<file path="config.mk">
export PLATFORM = sky130hd
export DESIGN_NAME = quasi_bidir_parallel_ports
export DESIGN_NICKNAME = d
export VERILOG_FILES = /design/src/include/quasi_ports_pkg.sv /design/src/hw/quasi_bidir_parallel_ports.sv
export SDC_FILE = /design/constraint.sdc
export NUM_CORES = 1
export LEC_CHECK = 0
export ABC_AREA = 1
export BUFFER_PORTS_ARGS = -buffer_cell sky130_fd_sc_hd__buf_2
export CORE_MARGIN = 3
export CORE_UTILIZATION = 30
export DETAILED_ROUTE_END_ITERATION = 6
export GPL_TIMING_DRIVEN = 0
export MAX_ROUTING_LAYER = met4
export PLACE_DENSITY = 0.58
export SETUP_SLACK_MARGIN = 0.02
export SLEW_MARGIN = 20
export SYNTH_ARGS = -nofsm -noshare
export SYNTH_HDL_FRONTEND = slang
export SYNTH_SLANG_ARGS = --single-unit
export TNS_END_PERCENT = 10
</file>
<file path="constraint.sdc">
create_clock -name ref_clk -period 2 [get_ports ref_clk]
set_input_delay 0.4 -clock ref_clk [delete_from_list [all_inputs] [get_ports ref_clk]]
set_output_delay 0.4 -clock ref_clk [all_outputs]
set_load 0.03 [all_outputs]
</file>
<file path="src/include/quasi_ports_pkg.sv">
// constants and carrier types for the four quasi-bidirectional parallel ports
package quasi_ports_pkg;
  // port data registers in page zero
  localparam logic [15:0] ADDR_PORT_A = 16'h0000;
  localparam logic [15:0] ADDR_PORT_B = 16'h0001;
  localparam logic [15:0] ADDR_PORT_C = 16'h0002;
  localparam logic [15:0] ADDR_PORT_D = 16'h0003;
  localparam logic [7:0] PORT_RESET = 8'hFF;
  localparam int PORT_COUNT = 4;
  localparam int PORT_WIDTH = 8;
  localparam int EDGE_LINES = 4;
  // mode control bit positions
  localparam int MODE_CNT_A_OUT = 0;
  localparam int MODE_CNT_A_IN = 1;
  localparam int MODE_CNT_B_OUT = 2;
  localparam int MODE_CNT_B_IN = 3;
  localparam int MODE_LATCH = 4;
  localparam int MODE_FOURTH_DRIVE = 5;
  // serial control bit positions
  localparam int SER_SHIFT_CLK = 5;
  localparam int SER_RCVR = 6;
  localparam int SER_XMTR = 7;
  // first port pins with alternate duties
  localparam int PIN_STROBE = 0;
  localparam int PIN_CNT_A = 4;
  localparam int PIN_CNT_B = 5;
  localparam int PIN_XMTR = 6;
  localparam int PIN_RCVR = 7;
  // third port pins carrying high address bits
  localparam int PIN_A13 = 6;
  localparam int PIN_A14 = 7;

  typedef struct packed {
    logic [15:0] addr;
    logic rd;
    logic wr;
    logic rmw_rd;
    logic [7:0] wdata;
  } bus_req_t;

  typedef struct packed {
    logic [7:0] out;
    logic [7:0] oe_n;
  } pin_drive_t;

  typedef struct packed {
    logic cnt_a;
    logic cnt_b;
    logic ser_clk;
    logic xmtr;
    logic addr13;
    logic addr14;
  } alt_out_t;
endpackage

</file>
<file path="src/hw/quasi_bidir_parallel_ports.sv">
// four 8-bit parallel ports with edge flags, port b input latch and alternate pin duties
`timescale 1ns/1ps
// Function
// RULE_01: thirty-two lines as four 8-bit ports; first three ports are per-bit direction.
// RULE_02: fourth port is all inputs when mode bit 5 is 0, all outputs when 1.
// RULE_03: port writes never disturb a first or third port pin on alternate duty.
// RULE_04: port data registers sit at page-zero addresses 0000 to 0003, no direction registers.
// RULE_05: first three ports: register bit 1 makes the line an input via pull-up.
// RULE_06: chip reset sets every bit of all four port registers to 1.
// RULE_07: ordinary read returns sampled pin levels, not the written register.
// RULE_08: read phase of read-modify-write returns the port register contents.
// RULE_09: an output line drives high for register bit 1 and low for 0.
// RULE_10: first port pins select plain io, serial, counter or latch strobe by control regs.
// RULE_11: first port pins 0,1 detect rising edges; pins 2,3 detect falling edges.
// RULE_12: edges set flag bits; interrupt request only where the enable bit is set.
// RULE_13: edges resolve at half the clock rate; sources must not toggle faster.
// RULE_14: mode bit 4 makes first port pin 0 the strobe latching second port input.
// RULE_15: edge flags stay set until a bit-clear instruction or chip reset.
// RULE_16: pins are synchronised before edge comparison so each edge flags once.
module quasi_bidir_parallel_ports (
  input wire logic ref_clk,
  input wire logic nrst,
  input wire quasi_ports_pkg::bus_req_t bus_req,
  output logic [7:0] bus_rd_data,
  input wire logic [7:0] mode_control_reg,
  input wire logic [7:0] serial_control_reg,
  input wire logic full_addr_mode,
  input wire quasi_ports_pkg::alt_out_t alt_out,
  input wire logic [3:0] irq_enable,
  input wire logic [3:0] bit_clear_instr,
  input wire logic [7:0] first_port_pins_in,
  input wire logic [7:0] second_port_pins_in,
  input wire logic [7:0] third_port_pins_in,
  input wire logic [7:0] fourth_port_pins_in,
  output quasi_ports_pkg::pin_drive_t first_port_pins,
  output quasi_ports_pkg::pin_drive_t second_port_pins,
  output quasi_ports_pkg::pin_drive_t third_port_pins,
  output quasi_ports_pkg::pin_drive_t fourth_port_pins,
  output logic [3:0] irq_flag_reg,
  output logic irq_req
);
  import quasi_ports_pkg::*;

  logic [PORT_COUNT-1:0][PORT_WIDTH-1:0] port_q, port_d;
  logic [7:0] rd_q, rd_d;
  logic [EDGE_LINES-1:0] flag_q, flag_d;
  logic irq_q, irq_d;
  logic [3:0] sync1_q, sync2_q, sync3_q;
  logic [3:0] sync1_d, sync2_d, sync3_d;
  logic [7:0] latch_q, latch_d;
  pin_drive_t first_drv_q, first_drv_d, second_drv_q, second_drv_d;
  pin_drive_t third_drv_q, third_drv_d, fourth_drv_q, fourth_drv_d;
  logic hit;
  logic [1:0] idx;
  logic [3:0] edge_seen;
  logic strobe_rise;

  // page zero decode: only the four lowest addresses belong to the ports
  assign hit = (bus_req.addr[15:2] == ADDR_PORT_A[15:2]); // [RULE_04]
  assign idx = bus_req.addr[1:0];

  // edges compare the second and third stages; the first stage only feeds the second
  assign edge_seen = {~sync2_q[3] & sync3_q[3], ~sync2_q[2] & sync3_q[2],
                      sync2_q[1] & ~sync3_q[1], sync2_q[0] & ~sync3_q[0]}; // [RULE_11]
  assign strobe_rise = edge_seen[PIN_STROBE];

  // synchroniser and edge history, one new sample per clock bounds edge rate to half
  always_comb begin
    sync1_d = first_port_pins_in[3:0]; // [RULE_16] [RULE_13]
    sync2_d = sync1_q;
    sync3_d = sync2_q;
  end

  // port registers, read data, flags and latch
  always_comb begin
    port_d = port_q;
    rd_d = rd_q;
    latch_d = latch_q;
    // set wins over a clear arriving in the same cycle
    flag_d = (flag_q & ~bit_clear_instr) | edge_seen; // [RULE_12] [RULE_15]
    irq_d = |(flag_q & irq_enable); // [RULE_12]
    if (mode_control_reg[MODE_LATCH] && strobe_rise) begin
      latch_d = second_port_pins_in; // [RULE_14]
    end
    if (hit && bus_req.wr) begin
      port_d[idx] = bus_req.wdata; // [RULE_01] [RULE_04]
    end
    if (hit && bus_req.rd) begin
      if (bus_req.rmw_rd) begin
        rd_d = port_q[idx]; // [RULE_08]
      end else begin
        unique case (idx)
          2'd0: rd_d = first_port_pins_in; // [RULE_07]
          2'd1: rd_d = mode_control_reg[MODE_LATCH] ? latch_q : second_port_pins_in;
          2'd2: rd_d = third_port_pins_in;
          2'd3: rd_d = fourth_port_pins_in;
        endcase
      end
    end
  end

  // pin drive: quasi ports pull low hard and leave a 1 to the pull-up
  always_comb begin
    first_drv_d.out = port_q[0]; // [RULE_09]
    first_drv_d.oe_n = port_q[0]; // [RULE_05]
    second_drv_d.out = port_q[1];
    second_drv_d.oe_n = mode_control_reg[MODE_LATCH] ? 8'hFF : port_q[1];
    third_drv_d.out = port_q[2];
    third_drv_d.oe_n = port_q[2];
    fourth_drv_d.out = port_q[3];
    fourth_drv_d.oe_n = {8{~mode_control_reg[MODE_FOURTH_DRIVE]}}; // [RULE_02]
    // alternate duties override the register so port writes cannot disturb them
    if (mode_control_reg[MODE_LATCH]) begin
      first_drv_d.oe_n[PIN_STROBE] = 1'b1; // [RULE_10] [RULE_14]
    end
    if (mode_control_reg[MODE_CNT_A_IN] || serial_control_reg[SER_RCVR]) begin
      first_drv_d.oe_n[PIN_CNT_A] = 1'b1; // [RULE_03]
    end else if (serial_control_reg[SER_XMTR] && serial_control_reg[SER_SHIFT_CLK]) begin
      first_drv_d.out[PIN_CNT_A] = alt_out.ser_clk; // [RULE_10]
      first_drv_d.oe_n[PIN_CNT_A] = 1'b0;
    end else if (mode_control_reg[MODE_CNT_A_OUT]) begin
      first_drv_d.out[PIN_CNT_A] = alt_out.cnt_a; // [RULE_03]
      first_drv_d.oe_n[PIN_CNT_A] = 1'b0;
    end
    if (mode_control_reg[MODE_CNT_B_IN]) begin
      first_drv_d.oe_n[PIN_CNT_B] = 1'b1;
    end else if (mode_control_reg[MODE_CNT_B_OUT]) begin
      first_drv_d.out[PIN_CNT_B] = alt_out.cnt_b;
      first_drv_d.oe_n[PIN_CNT_B] = 1'b0;
    end
    if (serial_control_reg[SER_XMTR]) begin
      first_drv_d.out[PIN_XMTR] = alt_out.xmtr;
      first_drv_d.oe_n[PIN_XMTR] = 1'b0;
    end
    if (serial_control_reg[SER_RCVR]) begin
      first_drv_d.oe_n[PIN_RCVR] = 1'b1;
    end
    if (full_addr_mode) begin
      third_drv_d.out[PIN_A13] = alt_out.addr13; // [RULE_03]
      third_drv_d.out[PIN_A14] = alt_out.addr14;
      third_drv_d.oe_n[PIN_A13] = 1'b0;
      third_drv_d.oe_n[PIN_A14] = 1'b0;
    end
  end

  // register stage; reset leaves every line an input
  always_ff @(posedge ref_clk) begin
    if (!nrst) begin
      port_q <= {PORT_COUNT{PORT_RESET}}; // [RULE_06]
      rd_q <= 8'h00;
      flag_q <= 4'h0; // [RULE_15]
      irq_q <= 1'b0;
      sync1_q <= 4'hF;
      sync2_q <= 4'hF;
      sync3_q <= 4'hF;
      latch_q <= 8'h00;
      first_drv_q <= {PORT_RESET, PORT_RESET};
      second_drv_q <= {PORT_RESET, PORT_RESET};
      third_drv_q <= {PORT_RESET, PORT_RESET};
      fourth_drv_q <= {PORT_RESET, PORT_RESET};
    end else begin
      port_q <= port_d;
      rd_q <= rd_d;
      flag_q <= flag_d;
      irq_q <= irq_d;
      sync1_q <= sync1_d;
      sync2_q <= sync2_d;
      sync3_q <= sync3_d;
      latch_q <= latch_d;
      first_drv_q <= first_drv_d;
      second_drv_q <= second_drv_d;
      third_drv_q <= third_drv_d;
      fourth_drv_q <= fourth_drv_d;
    end
  end

  assign bus_rd_data = rd_q;
  assign irq_flag_reg = flag_q;
  assign irq_req = irq_q;
  assign first_port_pins = first_drv_q;
  assign second_port_pins = second_drv_q;
  assign third_port_pins = third_drv_q;
  assign fourth_port_pins = fourth_drv_q;
endmodule

</file>
**Word level (Yosys, flattened, before mapping)**

Cells that the tools add are included.

- Equality and inequality tests: 3
- Reduce and logical (&&, ||, !) cells: 13
- Magnitude comparators: 2
- Bitwise gates (word level): 14
- Multiplexer cells: 20

Operators with widths:

| kind | number |
|---|---|
| $bwmux 32 | 1 |
| $mux 8 | 4 |
| $pmux 8 s4 | 1 |
| $bmux 8 s2 | 1 |
| $demux 8 s2 | 1 |
| $logic_not 14->1 | 1 |
| $mux 1 | 10 |
| $and 4x4->4 | 2 |
| $reduce_or 2->1 | 4 |
| $not 1->1 | 6 |
| $logic_and 1x1->1 | 5 |
| $and 1x1->1 | 4 |
| $eq 2x2->1 const B | 2 |
| $mux 2 | 2 |
| $not 4->4 | 1 |
| $or 4x4->4 | 1 |
| $reduce_or 4->1 | 1 |
| $lt 2x3->1 const B | 1 |
| $eq 2x1->1 const B | 1 |
| $ge 2x1->1 const B | 1 |
| $logic_not 2->1 | 1 |
| $logic_or 1x1->1 | 1 |

- Input port bits: 92
- Register bits: 122

**Logic depth before layout (Yosys ltp)**

- Word-level depth: 5
- Gate-level depth with buffers: 10

**Worst setup path after synthesis**

Ideal clock, no wire load.

- Kind: in2reg
- Start point: in bus_req[14] in the netlist's numbering
- End point: reg rd_q[0], in the netlist bus_rd_data[0]
- Setup time: 109 ps
- Path buffers: 0
- Slack: 607 ps
- Data arrival time: 1284 ps
- Stages: 7
- Path through: or2_1 nor2_4 nand3_2 inv_2 nand3_1 nand2_1 inv_1

- Word-level cells in the longest chain between the ends: 2

RTL lines:

| element | RTL line | source |
|---|---|---|
| start, declared | quasi_bidir_parallel_ports.sv:23 | `input wire quasi_ports_pkg::bus_req_t bus_req,` |
| $logic_not 14->1 | quasi_bidir_parallel_ports.sv:59 | `assign hit = (bus_req.addr[15:2] == ADDR_PORT_A[15:2]);` |
| $logic_and 1x1->1 | quasi_bidir_parallel_ports.sv:88 | `if (hit && bus_req.rd) begin` |
| end signal, assigned | quasi_bidir_parallel_ports.sv:163 | `rd_q <= rd_d;` |
| end, declared | quasi_bidir_parallel_ports.sv:45 | `logic [7:0] rd_q, rd_d;` |

No other way between the ends.
A chain may end at the register's enable or synchronous reset.

**Final worst setup path**

- Start point: in nrst
- End point: reg second_drv_q (netlist bit second_port_pins[2])

- Word-level cells in the longest chain between the ends: 2

RTL lines:

| element | RTL line | source |
|---|---|---|
| start, declared | quasi_bidir_parallel_ports.sv:22 | `input wire logic nrst,` |
| $not 1->1 (no source line) | n/a |  |
| $reduce_or 2->1 (no source line) | n/a |  |
| end signal, assigned | quasi_bidir_parallel_ports.sv:158 | `second_drv_q <= {PORT_RESET, PORT_RESET};` |
| end signal, assigned | quasi_bidir_parallel_ports.sv:171 | `second_drv_q <= second_drv_d;` |
| end, declared | quasi_bidir_parallel_ports.sv:51 | `pin_drive_t first_drv_q, first_drv_d, second_drv_q, second_drv_d;` |

No other way between the ends.

==> qor_table.md <==
| Parameter | This run |
|---|---|
| Outcome | finished, final reports clean |
| Critical path startpoint | nrst |
| Y dimension of the die | 129 um |
| TritonCTS clock tree | built |
| Largest register FFs | 19 |
| Worst IR drop on VDD | 0.000574 V |
| WL per Instance | 14.2 um |
| Total die area | 16700 sq um |
| Number of iterations in the first detailed-routing pass | 4 |
| DRT iter0 DRCs | 227 |
| CTS HTree Levels | 4 |
| Critical path startpoint category | input port |
| Number of hold buffers added after CTS | 0 |
| Nets@finish | 896 |
| Aggregate global routing overflow | 0 |
| Worst setup skew after layout | 0.00610 ns |
| Detail-routed via count per cell | 4.53 |
| Antenna violation net count after detailed routing | 0 |
| Maximum number of pins on one net before global-route repair | 17 |
| Source of the worst register-to-register timing path | sync2_q[0] |
| Transition at the pin with the smallest max-transition slack | 0.844 ns |
| Global placer's final weighted congestion | 0.914 |
| Post-synth EDFFs | 0 |
| Number of filler cells placed in the layout | 1549 |
| Worst hold-check path type | in -> reg |
| Maximum clock insertion buffer count | 2 |
| Worst Reg-to-Reg Cells | 6 |
| Initial antenna violation count | 1 |
| Detailed-route DRC error count | 0 |
| Sum of routed wire length over all layers | 14.3 mm |
| Crit Path Class | in -> reg |
| Number of non-filler instances in the completed layout | 1001 |
| HPWL after detailed placement | 10.6 mm |
| Register-to-register setup slack | 0.45 ns |
| Power density relative to cell area | 934 nW/um^2 |
| Data required time of the worst path | 2.26 ns |
| Endpoint of the most critical register-to-register path | latch_q[7] |
| Total standard cell area after synthesis | 4570 sq um |
| Die Span X | 129 um |
| Total clock buffers created by CTS | 17 |
| Maximum clock frequency | 610 MHz |
| Pins over their slew limit | 0 |
| Critical Path End | second_port_pins[2] |
| Register with the highest flop count | port_q |
| Crit. End Element | flip-flop |
| Number of cells produced by synthesis | 626 |
| Max_slew headroom | 43.5% |
| Resized cells post-CTS | 0 |
| Max Cap Violations | 0 |
| Final hold slack | 0.152 ns |
| Via count | 4539 |
| Static leakage | 3.18 nW |
| Clock edge transition at the registers on the reported setup and hold paths | 0.05 ns |
| Setup-violating endpoint count in the final report | 0 |
| Clock latency on the worst-skew pair | 0.41 ns |
| Setup repair after global routing missed its margin | no |
| Global-route wire length before repair | 21.7 mm |
| Syn avg cell area | 7.30 sq um |
| Num rows | 44 |
| Share of flip-flops with an asynchronous set or reset | 0% |
| Number of synthesized register bits | 113 |
| Top-level I/O count | 169 |
| Global routing usage summed across all routing layers | 17.6% |
| DP Cell Count | 969 |
| Final cycle utilization of the critical path | 82.0% |
| Clock root buffer | sky130_fd_sc_hd__clkbuf_16 |
| Port Buffer Count | 159 |
| Synth Net Count | 718 |
| Sequential element share of the synthesized area | 49.5% |
| Worst endpoint data arrival time | 1.90 ns |
| Clock net sink count | 113 |
| Pre-CTS setup slack | -0.147 ns |
| Distinct cell type count of the synthesized netlist | 25 |
| Post-route minimum period | 1.64 ns |
| Yosys warning total | 0 |
| Area inside the core boundary | 14700 sq um |
| Post-CTS repair timing setup buffer count | 0 |
| Via count of the first global-routing pass | 4113 |
| Peak fanout along the critical path | 10 |
| Layout Area Growth over Synthesis | 35.7% |
| Final Hold Violating Endpoints | 0 |
| Layout cell share with drive strength beyond 1 | 29.9% |
| Primary flip-flop cell chosen by synthesis mapping | sky130_fd_sc_hd__dfxtp_1 |
| Starting density of the core | 31.1% |
| Setup slack of the critical path after layout | 0.360 ns |
| Post-route setup TNS | 0 ns |
cells in the final DEF (no fill, tap or decap), drive strengths merged:
master	count
a21oi	25
a41oi	1
clkinv	8
o22ai	1
dfxtp	113
o32ai	2
o21a	1
clkinvlp	1
nor2	17
bufinv	3
nand4	4
nand2	214
inv	72
clkbuf	32
diode	1
or2	16
buf	189
o21ai	26
nand3	91
per-stage QoR:
stage	area (sq um)	utilization (%)	total power, W
final	6200	42.2	0.00579
after global routing	6200	42.2	0.00600
after CTS	6200	42.2	0.00585
after detailed placement	5590	38.1	0.00277
after global placement	5590	38.1	0.00277
after floorplan	4570	-	0.00257
worst max-delay path, cell delays in order:
cell	delay [ns]
sky130_fd_sc_hd__buf_2	0.26
sky130_fd_sc_hd__inv_1	0.15
sky130_fd_sc_hd__clkbuf_1	0.26
sky130_fd_sc_hd__nor2_1	0.70
sky130_fd_sc_hd__nand2_1	0.11
metal layers:
| metal | up-vias | part of all wire (%) | wire length [um] | global-route usage [%] |
|---|---|---|---|---|
| li1 | 2310 | - | - | - |
| met1 | 2048 | 46 | 6540 | 22.5 |
| met2 | 162 | 46 | 6500 | 27.3 |
| met3 | 19 | 6.9 | 982 | 4.53 |
| met4 | 0 | 1.6 | 235 | 6.05 |
| met5 | - | 0 | 0 | - |
power by group:
group          total (W)  leakage [nW]  switching (W)  internal (W)
Clock            0.00307         0.301        0.00104       0.00204
Sequential       0.00229         0.919     0.00000822       0.00228
Combinational   0.000434          1.96       0.000283      0.000151
Total            0.00579          3.18        0.00133       0.00447
how the worst min path moves through the flow:
stage                        start                  end  cells after the start
2_1_floorplan           sync2_q[0]           sync3_q[0]                      2
3_3_place_gp            sync1_q[0]           sync2_q[0]                      1
3_5_place_dp            sync1_q[1]           sync2_q[1]                      1
4_1_cts        mode_control_reg[5]  fourth_port_pins[0]                      2
5_1_grt        mode_control_reg[5]  fourth_port_pins[0]                      2
6_report       mode_control_reg[5]  fourth_port_pins[0]                      2
cell usage after synthesis (3+ instances only):
cell                       count  area, sq um
sky130_fd_sc_hd__o21ai_0      26          130
sky130_fd_sc_hd__buf_6         3         33.8
sky130_fd_sc_hd__dfxtp_1     113         2260
sky130_fd_sc_hd__buf_2         7         35.0
sky130_fd_sc_hd__inv_1        69          259
sky130_fd_sc_hd__clkbuf_1     12         45.0
sky130_fd_sc_hd__inv_2         3         11.3
sky130_fd_sc_hd__nand4_1       4         25.0
sky130_fd_sc_hd__nand2_1     212          796
sky130_fd_sc_hd__or2_2        15         93.8
sky130_fd_sc_hd__buf_4        18          135
sky130_fd_sc_hd__nor2_1       12         45.0
sky130_fd_sc_hd__nor2_2        3         18.8
sky130_fd_sc_hd__nand3_1      90          450
sky130_fd_sc_hd__a21oi_1      25          125
logic make-up after synthesis:
logic type	count (synthesis)	synth area share, %
compound gates	56	6.46
buf+inv	115	11.6
simple gates	342	32.4
flops	113	49.5
final cells by class:
cell class,instances,area (sq um),share of cell area (%)
multi-input combinational,398,1780,28.6
inverter,73,274,4.42
clock buffer,20,467,7.53
tap,184,230,3.71
sequential,113,2260,36.5
buffer,42,256,4.14
antenna,1,2.50,0.0404
timing repair buffer,159,796,12.8
clock inverter,11,136,2.20
Note: power is estimated with default switching activity, not from simulation.
